==> src/verilog/arltim_pkg.sv <==
// Purpose: constants and types for the auto-reload 8-bit timer
// Assumes: apb with 32-bit data, one register per aligned word
// Notes:   printed offsets are not multiples of four, so they are indices
package arltim_pkg;

  // ----------------------------------------------------------------
  // register indices and byte addresses
  // ----------------------------------------------------------------
  localparam logic [7:0] mode_control_idx = 8'he5;
  localparam logic [7:0] flag_idx         = 8'he6;
  localparam logic [7:0] clock_select_idx = 8'he7;
  localparam logic [7:0] reload_value_idx = 8'he9;
  localparam logic [7:0] match_value_idx  = 8'hea;
  localparam logic [7:0] live_counter_idx = 8'heb;
  localparam logic [9:0] mode_control_adr = {mode_control_idx, 2'b00};
  localparam logic [9:0] flag_adr         = {flag_idx, 2'b00};
  localparam logic [9:0] clock_select_adr = {clock_select_idx, 2'b00};
  localparam logic [9:0] reload_value_adr = {reload_value_idx, 2'b00};
  localparam logic [9:0] match_value_adr  = {match_value_idx, 2'b00};
  localparam logic [9:0] live_counter_adr = {live_counter_idx, 2'b00};

  // ----------------------------------------------------------------
  // field positions
  // ----------------------------------------------------------------
  localparam int reload_now_bit   = 7;
  localparam int run_enable_bit   = 6;
  localparam int compare_ie_bit   = 3;
  localparam int wrap_ie_bit      = 2;
  localparam int match_flag_bit   = 1;
  localparam int wrap_flag_bit    = 0;
  localparam int divide_sel_lsb   = 5;
  localparam int source_sel_lsb   = 0;

  // ----------------------------------------------------------------
  // reset values and codes
  // ----------------------------------------------------------------
  localparam logic [7:0] mode_control_rst = 8'h00;
  localparam logic [7:0] mode_control_wmask = 8'h4c;
  localparam logic [7:0] clock_select_wmask = 8'he3;
  localparam logic [1:0] src_core          = 2'h0;
  localparam logic [1:0] src_core_div3     = 2'h1;
  localparam logic [1:0] div3_last         = 2'h2;
  localparam logic [7:0] count_max         = 8'hff;

  // ----------------------------------------------------------------
  // state record
  // ----------------------------------------------------------------
  typedef struct packed {
    logic       run_enable;
    logic       compare_irq_enable;
    logic       wrap_irq_enable;
    logic [2:0] divide_select;
    logic [1:0] source_select;
    logic [7:0] reload_value;
    logic [7:0] match_value;
    logic [7:0] count_value;
    logic [6:0] divider_stage;
    logic [1:0] div3_count;
    logic       wrap_flag;
    logic       match_flag;
    logic       pready;
    logic [31:0] prdata;
    logic       pslverr;
    logic       irq_wrap;
    logic       irq_match;
  } arltim_state_type;

endpackage

==> src/verilog/arltim_top.sv <==
// Purpose: 8-bit auto-reload up-counter with prescaler, apb registers
// Assumes: single clock pclk, asynchronous active-low reset presetn
// Notes:   one-cycle access; unmapped addresses answer pslverr
//
// What this block does
// - 8-bit up-counter steps on prescaler tick
// - prescaler fed by core clock or divided by 3
// - 7-bit prescaler, 8 taps, divide by 2^n
// - run enable clear freezes prescaler and counter
// - counter cleared on reset
// - live port write loads counter, read returns count
// - any counter load clears prescaler
// - overflow reloads counter from reload value
// - overflow sets wrap flag; request when enabled
// - count equal match while run enable is set sets match flag; request
// - reload-now copies reload value, reads zero
// - mode control resets to zero, read/write
// - flags read normally, writing one no effect
// - interrupt requests usable for wake from wait
// - source code 00 core, 01 divided by 3
// - divide codes 000..111 give 1 to 128
// - writing zero clears wrap or match flag
// - overflow is a count step taken at ff, which loads the reload value
`timescale 1ns/1ps
`default_nettype none

module arltim_top
#(
  parameter int count_bits   = 8,
  parameter int divider_bits = 7,
  parameter int tap_count    = 8
)
(
  input  wire logic        pclk,
  input  wire logic        presetn,
  input  wire logic        psel,
  input  wire logic        penable,
  input  wire logic        pwrite,
  input  wire logic [11:0] paddr,
  input  wire logic [31:0] pwdata,
  output logic             pready,
  output logic [31:0]      prdata,
  output logic             pslverr,
  output logic             irq_wrap,
  output logic             irq_match
);

  // ----------------------------------------------------------------
  // state
  // ----------------------------------------------------------------
  arltim_pkg::arltim_state_type state_reg;
  arltim_pkg::arltim_state_type state_next;

  // ----------------------------------------------------------------
  // helper signals
  // ----------------------------------------------------------------
  logic       src_tick;
  logic       pre_tick;
  logic [tap_count-1:0] tap_ready;
  logic [9:0] word_idx;
  logic [7:0] count_step;
  logic       wrap_event;
  logic       acc;
  logic       wr;
  logic       rd;
  logic       hit;
  logic [7:0] wbyte;
  logic [7:0] rbyte;
  logic       sw_load;
  logic [7:0] sw_value;
  logic [7:0] mc_read;

  // ----------------------------------------------------------------
  // elaboration checks: the state record fixes these widths
  // ----------------------------------------------------------------
  if (count_bits != $bits(state_reg.count_value))
  begin : g_count_check
    $error("count_bits does not match the state record");
  end
  if (divider_bits != $bits(state_reg.divider_stage))
  begin : g_divider_check
    $error("divider_bits does not match the state record");
  end
  if (tap_count != divider_bits + 1)
  begin : g_tap_check
    $error("tap_count must be one more than divider_bits");
  end
  if (tap_count != (1 << $bits(state_reg.divide_select)))
  begin : g_select_check
    $error("tap_count must match the divide select width");
  end

  // ----------------------------------------------------------------
  // address decode: word index of the byte address
  // ----------------------------------------------------------------
  assign word_idx = paddr[11:2];

  // ----------------------------------------------------------------
  // prescaler taps: tap n is ready when the low n stage bits are ones
  // ----------------------------------------------------------------
  for (genvar t = 0; t < tap_count; t++)
  begin : g_tap
    if (t == 0)
    begin : g_first
      assign tap_ready[t] = 1'b1;
    end
    else
    begin : g_rest
      assign tap_ready[t] = &state_reg.divider_stage[t-1:0];
    end
  end

  // ----------------------------------------------------------------
  // read-back mux
  // ----------------------------------------------------------------
  always_comb
  begin
    hit     = 1'b1;
    rbyte   = 8'h00;
    mc_read = 8'h00;
    mc_read[arltim_pkg::run_enable_bit] = state_reg.run_enable;
    mc_read[arltim_pkg::compare_ie_bit] = state_reg.compare_irq_enable;
    mc_read[arltim_pkg::wrap_ie_bit]    = state_reg.wrap_irq_enable;
    case (word_idx)
      {2'h0, arltim_pkg::mode_control_idx}:
        rbyte = mc_read & arltim_pkg::mode_control_wmask;
      {2'h0, arltim_pkg::flag_idx}:
      begin
        rbyte[arltim_pkg::match_flag_bit] = state_reg.match_flag;
        rbyte[arltim_pkg::wrap_flag_bit]  = state_reg.wrap_flag;
      end
      {2'h0, arltim_pkg::clock_select_idx}:
        rbyte = {state_reg.divide_select, 3'h0, state_reg.source_select};
      {2'h0, arltim_pkg::reload_value_idx}:
        rbyte = state_reg.reload_value;
      {2'h0, arltim_pkg::match_value_idx}:
        rbyte = state_reg.match_value;
      {2'h0, arltim_pkg::live_counter_idx}:
        rbyte = state_reg.count_value;
      default:
        hit = 1'b0;
    endcase
  end

  always_comb
  begin
    state_next = state_reg;
    acc   = psel && penable;
    wr    = acc && pwrite;
    rd    = acc && !pwrite;
    wbyte = pwdata[7:0];
    sw_load  = 1'b0;
    sw_value = state_reg.reload_value;

    // --------------------------------------------------------------
    // clock source and prescaler
    // --------------------------------------------------------------
    if (state_reg.source_select == arltim_pkg::src_core_div3)
      src_tick = (state_reg.div3_count == arltim_pkg::div3_last);
    else
      src_tick = (state_reg.source_select == arltim_pkg::src_core);
    // tap n fires once every 2^n source ticks; tap 0 is the source itself
    pre_tick = src_tick && tap_ready[state_reg.divide_select];
    count_step = state_reg.count_value + 8'h01;
    wrap_event = state_reg.run_enable && pre_tick
      && (state_reg.count_value == arltim_pkg::count_max);

    if (state_reg.run_enable)
    begin
      if (state_reg.div3_count == arltim_pkg::div3_last)
        state_next.div3_count = 2'h0;
      else
        state_next.div3_count = state_reg.div3_count + 2'h1;
      if (src_tick)
        state_next.divider_stage = state_reg.divider_stage + 7'h01;
      if (pre_tick)
      begin
        if (wrap_event)
          state_next.count_value = state_reg.reload_value;
        else
          state_next.count_value = count_step;
        if (wrap_event)
          state_next.divider_stage = 7'h00;
      end
    end

    // --------------------------------------------------------------
    // register access
    // --------------------------------------------------------------
    case (word_idx)
      {2'h0, arltim_pkg::mode_control_idx}:
      begin
        if (wr)
        begin
          state_next.run_enable = wbyte[arltim_pkg::run_enable_bit];
          state_next.compare_irq_enable = wbyte[arltim_pkg::compare_ie_bit];
          state_next.wrap_irq_enable = wbyte[arltim_pkg::wrap_ie_bit];
          if (wbyte[arltim_pkg::reload_now_bit])
            sw_load = 1'b1;
        end
      end
      {2'h0, arltim_pkg::flag_idx}:
      begin
        if (wr && !wbyte[arltim_pkg::match_flag_bit])
          state_next.match_flag = 1'b0;
        if (wr && !wbyte[arltim_pkg::wrap_flag_bit])
          state_next.wrap_flag = 1'b0;
      end
      {2'h0, arltim_pkg::clock_select_idx}:
      begin
        if (wr)
        begin
          state_next.divide_select = wbyte[arltim_pkg::divide_sel_lsb +: 3];
          state_next.source_select = wbyte[arltim_pkg::source_sel_lsb +: 2];
        end
      end
      {2'h0, arltim_pkg::reload_value_idx}:
      begin
        if (wr)
          state_next.reload_value = wbyte;
      end
      {2'h0, arltim_pkg::match_value_idx}:
      begin
        if (wr)
          state_next.match_value = wbyte;
      end
      {2'h0, arltim_pkg::live_counter_idx}:
      begin
        if (wr)
        begin
          sw_load  = 1'b1;
          sw_value = wbyte;
        end
      end
      default:
        sw_value = state_reg.reload_value;
    endcase

    // --------------------------------------------------------------
    // counter loads from software
    // --------------------------------------------------------------
    // software load overrides the overflow reload
    if (sw_load)
    begin
      state_next.count_value   = sw_value;
      state_next.divider_stage = 7'h00;
      state_next.div3_count    = 2'h0;
    end

    // --------------------------------------------------------------
    // flags: a new event beats a clear in the same cycle
    // --------------------------------------------------------------
    if (wrap_event)
      state_next.wrap_flag = 1'b1;
    if (state_reg.count_value == state_reg.match_value
        && state_reg.run_enable)
      state_next.match_flag = 1'b1;
    state_next.irq_wrap  = state_next.wrap_flag
      && state_next.wrap_irq_enable;
    state_next.irq_match = state_next.match_flag
      && state_next.compare_irq_enable;

    // --------------------------------------------------------------
    // apb answer, one cycle in the access phase
    // --------------------------------------------------------------
    state_next.pready  = psel && !penable;
    state_next.pslverr = psel && !penable && !hit;
    state_next.prdata  = 32'h0000_0000;
    if (psel && !penable && !pwrite && hit)
      state_next.prdata = {24'h00_0000, rbyte};
    if (rd)
      state_next.prdata = 32'h0000_0000;
  end

  // ----------------------------------------------------------------
  // state register
  // ----------------------------------------------------------------
  always_ff @(posedge pclk or negedge presetn)
  begin
    if (!presetn)
    begin
      state_reg <= '0;
    end
    else
    begin
      state_reg <= state_next;
    end
  end

  // ----------------------------------------------------------------
  // outputs straight from the state register
  // ----------------------------------------------------------------
  assign pready    = state_reg.pready;
  assign prdata    = state_reg.prdata;
  assign pslverr   = state_reg.pslverr;
  assign irq_wrap  = state_reg.irq_wrap;
  assign irq_match = state_reg.irq_match;

endmodule

`default_nettype wire

==> config.mk <==
export PLATFORM = sky130hd
export DESIGN_NAME = arltim_top
export DESIGN_NICKNAME = d
export VERILOG_FILES = /design/src/verilog/arltim_pkg.sv /design/src/verilog/arltim_top.sv
export SDC_FILE = /design/constraint.sdc
export NUM_CORES = 1
export LEC_CHECK = 0
export BUFFER_PORTS_ARGS = -buffer_cell sky130_fd_sc_hd__buf_2
export CAP_MARGIN = 10
export CORE_MARGIN = 3
export CORE_UTILIZATION = 57
export CTS_BUF_LIST = sky130_fd_sc_hd__clkbuf_16
export DETAILED_ROUTE_END_ITERATION = 8
export HOLD_SLACK_MARGIN = 0.06
export PLACE_DENSITY = 0.82
export SKIP_CTS_REPAIR_TIMING = 1
export SYNTH_ARGS = -nofsm -noshare
export SYNTH_HDL_FRONTEND = slang
export SYNTH_SLANG_ARGS = --single-unit
==> constraint.sdc <==
create_clock -name pclk -period 5.2 [get_ports pclk]
set_input_delay 0.52 -clock pclk [delete_from_list [all_inputs] [get_ports pclk]]
set_output_delay 0.52 -clock pclk [all_outputs]
set_load 0.01 [all_outputs]
---- Word level (Yosys, flattened, before mapping) ----
Index checks and enable logic that the tools add are counted.
storage, ports and cells
  logic and storage cells ................. 93
  output and inout bits ................... 36
  bits in read-only memories .............. 0
  memory bits (writable) .................. 0
  input port bits ......................... 49
  register bits ........................... 79
  memories kept ........................... 0
  bits in latches ......................... 0
operators by class
  order comparisons ....................... 1
  equal/unequal tests ..................... 10
  bitwise logic cells ..................... 0
  $mul .................................... 0
  reductions and logical operators ........ 34
  multiplexer cells ....................... 28
  shift operators ......................... 0
  add/sub/neg operators ................... 3
  divide/modulo/power cells ............... 0
operators with widths
  cell                   count
  $eq A10 B8 Y1 const B  6
  $mux W17               2
  $mux W32               1
  $mux W8                4
  $pmux W6 S5            1
  $logic_and A1 B1 Y1    15
  $mux W15               1
  $mux W7                2
  $mux W1                10
  $pmux W2 S5            1
  $reduce_and A2 Y1      5
  $add A8 B1 Y8 const B  1
  $eq A8 B8 Y1           1
  $eq A8 B8 Y1 const B   1
  $mux W2                4
  $add A7 B1 Y7 const B  1
  $reduce_and A7 Y1      1
  $reduce_and A6 Y1      1
  $reduce_or A6 Y1       1
  $logic_not A1 Y1       5
  $reduce_and A5 Y1      1
  $lt A3 B4 Y1 const B   1
  $reduce_and A4 Y1      1
  $reduce_bool A2 Y1     2
  other kinds (7)        7

---- Longest topological paths before layout ----
  depth in word-level cells ............... 10
  depth in mapped cells ................... 10
  depth with buffers taken out ............ 9

---- Least setup slack after synthesis ----
OpenSTA, ideal clock, no wires.
  kind .................................... in2reg
  from .................................... in paddr[11]
  to ...................................... reg state_reg[63] in the netlist's numbering
  library setup time ...................... 0.125 ns
  arrival ................................. 1.913 ns
  buffers on the path ..................... 1
  path slack .............................. 3.162 ns
  stages on the path ...................... 4
  required time ........................... 5.075 ns
  cell sequence ........................... or4b_1 -> buf_2 -> nor4_4 -> mux2_2
on the way
  cells in the longest elaborated chain, start to end .. 1
ends and longest elaborated chain
  item                    line               text
  start: declaration      arltim_top.sv:39   input wire logic [11:0] paddr,
  $eq A10 B8 Y1           arltim_top.sv:190  case (word_idx)
  end signal: assignment  arltim_top.sv:286  state_reg <= state_next;
  end: declaration        arltim_top.sv:51   arltim_pkg::arltim_state_type state_reg;
No other way between the ends.
A chain may end at the register's enable or synchronous reset.

---- Worst setup path in the final report ----
  from .................................... in paddr[6]
  to ...................................... reg state_reg[42] in the netlist's numbering
on the way
  cells in the longest elaborated chain, start to end .. 3
  elaborated cells between the ends (all ways) .. 5
  those cells by class .................... 2 x eq/ne; 2 x mux; 1 x reduce/logical
ends and longest elaborated chain
  item                                                   line
  $eq A10 B8 Y1, on equally long branches                n/a
  $pmux W1 S2 (*)                                        arltim_top.sv:190
  $mux W17 / $reduce_bool A2 Y1 (equally long branches)  n/a
Every way passes the cells marked *; elsewhere a longest branch is shown, timed or not.

==> impl_metrics.ini <==
[worst_hold_path]
hp-class = in2async

[synth]
seq_area_frac_synth = 0.4216
synth_cell_types = 56
syn_area_um2 = 3264
synthFlopType = dfrtp_1
synth_most_common_cell = dfrtp_1
synth_cells = 318
ys_top_cells_by_count = dfrtp_1, buf_4, mux2_2, nand2_1, nor2_1
avgSynthCellArea_um2 = 10.27
ys_warn_count = 0
ys_async_sr_fraction = 1.000
synth_largest_area_cell = dfrtp_1
synth_edf_count = 0
ys_ff_latch = 55
ys_top_cells_by_area = dfrtp_1, mux2_2, buf_4
synth_top_area_share = 0.4216

[finish]
nNetsFinal = 393
final_cell_count_no_fill = 411
diodes = 0
drive_above_1_share = 0.2287
largest_register_ffs = 40
fin_area_um2 = 3498
multi_input_area_um2 = 1659
seq_area_um2 = 1376
n_fill_cell = 440
syn_to_final_growth_pct = 7.168

[floorplan]
die-area_um2 = 6671
chipHeight_um = 81.68
num_rows = 26
core_area_um2 = 5335
start_util = 0.6119
fp.dieW_um = 81.68
ioPinCount = 85

[power]
p_per_area_nw_per_um2 = 350.4
power.total_mw = 1.226
p_leak_nw = 1.588
ir_drop_uv = 274.1

[place]
io_buffers = 34
dp_cells = 403
place.gp.congestion = 0.8818
dp_hpwl_mm = 5.318
dpl_cell_area_um2 = 3327

[grt]
first_global_vias = 2394
globalRouteTotalUtil = 0.2348
grt_max_degree = 56
antenna_found_initial = 0
grt_first_pass_wirelength_mm = 11.87
grt-ovfl-total = 0

[timing]
period_minus_slack_ns = 2.447
setup_violations = 0
fin_tns_setup_ns = 0
tightestPinTransition_ns = 1.079
fmax_mhz = 408.6
finalHoldViolations = 0
slew-limit-headroom = 0.2765
skew_ns = 0.007748
finalCritPeriodShare = 0.4706
rsz0062_at_grt = false
slew_violations = 0

[drt]
vias = 2486
first_pass_iters = 4
viasPerCell = 6.049
wl_per_cell_um = 17.90
drc = 0
final_antenna_net_count = 0
drtIter0Drc = 224
routed_wl_mm = 7.358

[worst_setup_path]
required_ns = 5.38
cp.arrival_ns = 2.63
crit_type = in2reg
cp_max_fo = 14
cp-end-kind = register
cp-start-kind = input pin

[cts]
clock-root-buffer = clkbuf_16
cts_buffers = 5
h-tree-depth = 2
clock_sinks = 55
clk_pin_slew_ns = 0.07
cts.path.max_buffers = 2
cts_tree = yes
insertion_delay_ns = 0.29

[job]
max-cap-violations = 0

[outcome]
outcome = finished clean
## stage by stage
step                      setup WS (ns)  hold WS, ns    util
final                             2.753       0.3442  0.6557
after global routing              2.585       0.4039  0.6557
after CTS                         2.769       0.3756  0.6557
after detailed placement          2.468       0.5192  0.6236
after global placement            2.493       0.5096  0.6236
after floorplan                   3.162       0.2244       -
## final timing paths
check | startpoint | depth (start not counted) | slack (ns) | endpoint
worst max register to register | state_reg[40] | 9 | 2.88 | state_reg[42]
worst min-delay path | presetn | 2 | 0.34 | irq_match
worst min register to register | state_reg[41] | 1 | 0.53 | state_reg[41]
max in group asynchronous | presetn | 2 | 4.39 | state_reg[63]
worst max-delay path | paddr[6] | 6 | 2.75 | state_reg[42]
min in group pclk | psel | 3 | 0.49 | pready
## power breakdown
group,switching (mW),internal [mW],leakage [nW]
clock,0.156,0.229,0.0804
combinational,0.138,0.134,0.802
sequential,0.0812,0.487,0.705
## per-layer routing
layer	up-vias	GRT usage	wire length, um
met3	11	0.04825	551
met2	88	0.3933	3614
met5	-	0	0
met1	1227	0.3092	3074
li1	1160	-	-
met4	0	0.06478	118
## placed cells by master (no fill, tap or decap), types with 4 or more instances in the layout
cell / instances
o22ai_1: 4
o21ai_0: 9
dfrtp_1: 55
inv_1: 7
mux2i_1: 12
a22oi_1: 9
nor2b_1: 4
nor3_2: 5
ha_1: 4
mux2_2: 23
nor2_1: 16
buf_2: 34
nand3b_1: 4
clkbuf_16: 5
a31oi_1: 7
nor3_1: 4
nand2_1: 23
nand4_1: 4
xnor2_1: 7
nand3_1: 11
a21oi_1: 14
conb_1: 24
## worst max-delay path, stage by stage
cell and delay (ns):
buf_2 0.09, and4b_1 0.37, nand2_1 0.23, nor3_2 0.91
a211oi_2 0.18, a32o_1 0.33
## logic make-up (layout without fill, tap and decap cells)
kind of cell | count (synthesis) | in the layout | share of synthesized area
buffers and inverters | 50 | 50 | 0.09659
and+or+nand+nor | 96 | 96 | 0.1798
muxes | 35 | 35 | 0.1161
other | 1 | 24 | 0.001149
xor gates and xnor gates | 8 | 8 | 0.02147
adders and majority gates | 4 | 4 | 0.01533
AOI/OAI and AO/OA | 69 | 69 | 0.1479
DFF | 55 | 55 | 0.4216
## layout make-up
| type | instances | share of cell area |
|---|---|---|
| multi-input combinational | 236 | 0.4742 |
| timing repair buffer | 35 | 0.05079 |
| clock inverter | 3 | 0.01323 |
| sequential | 55 | 0.3934 |
| clock buffer | 5 | 0.03577 |
| tap | 70 | 0.02504 |
| inverter | 7 | 0.007511 |
No activity file was read; power rests on OpenSTA's default activity.
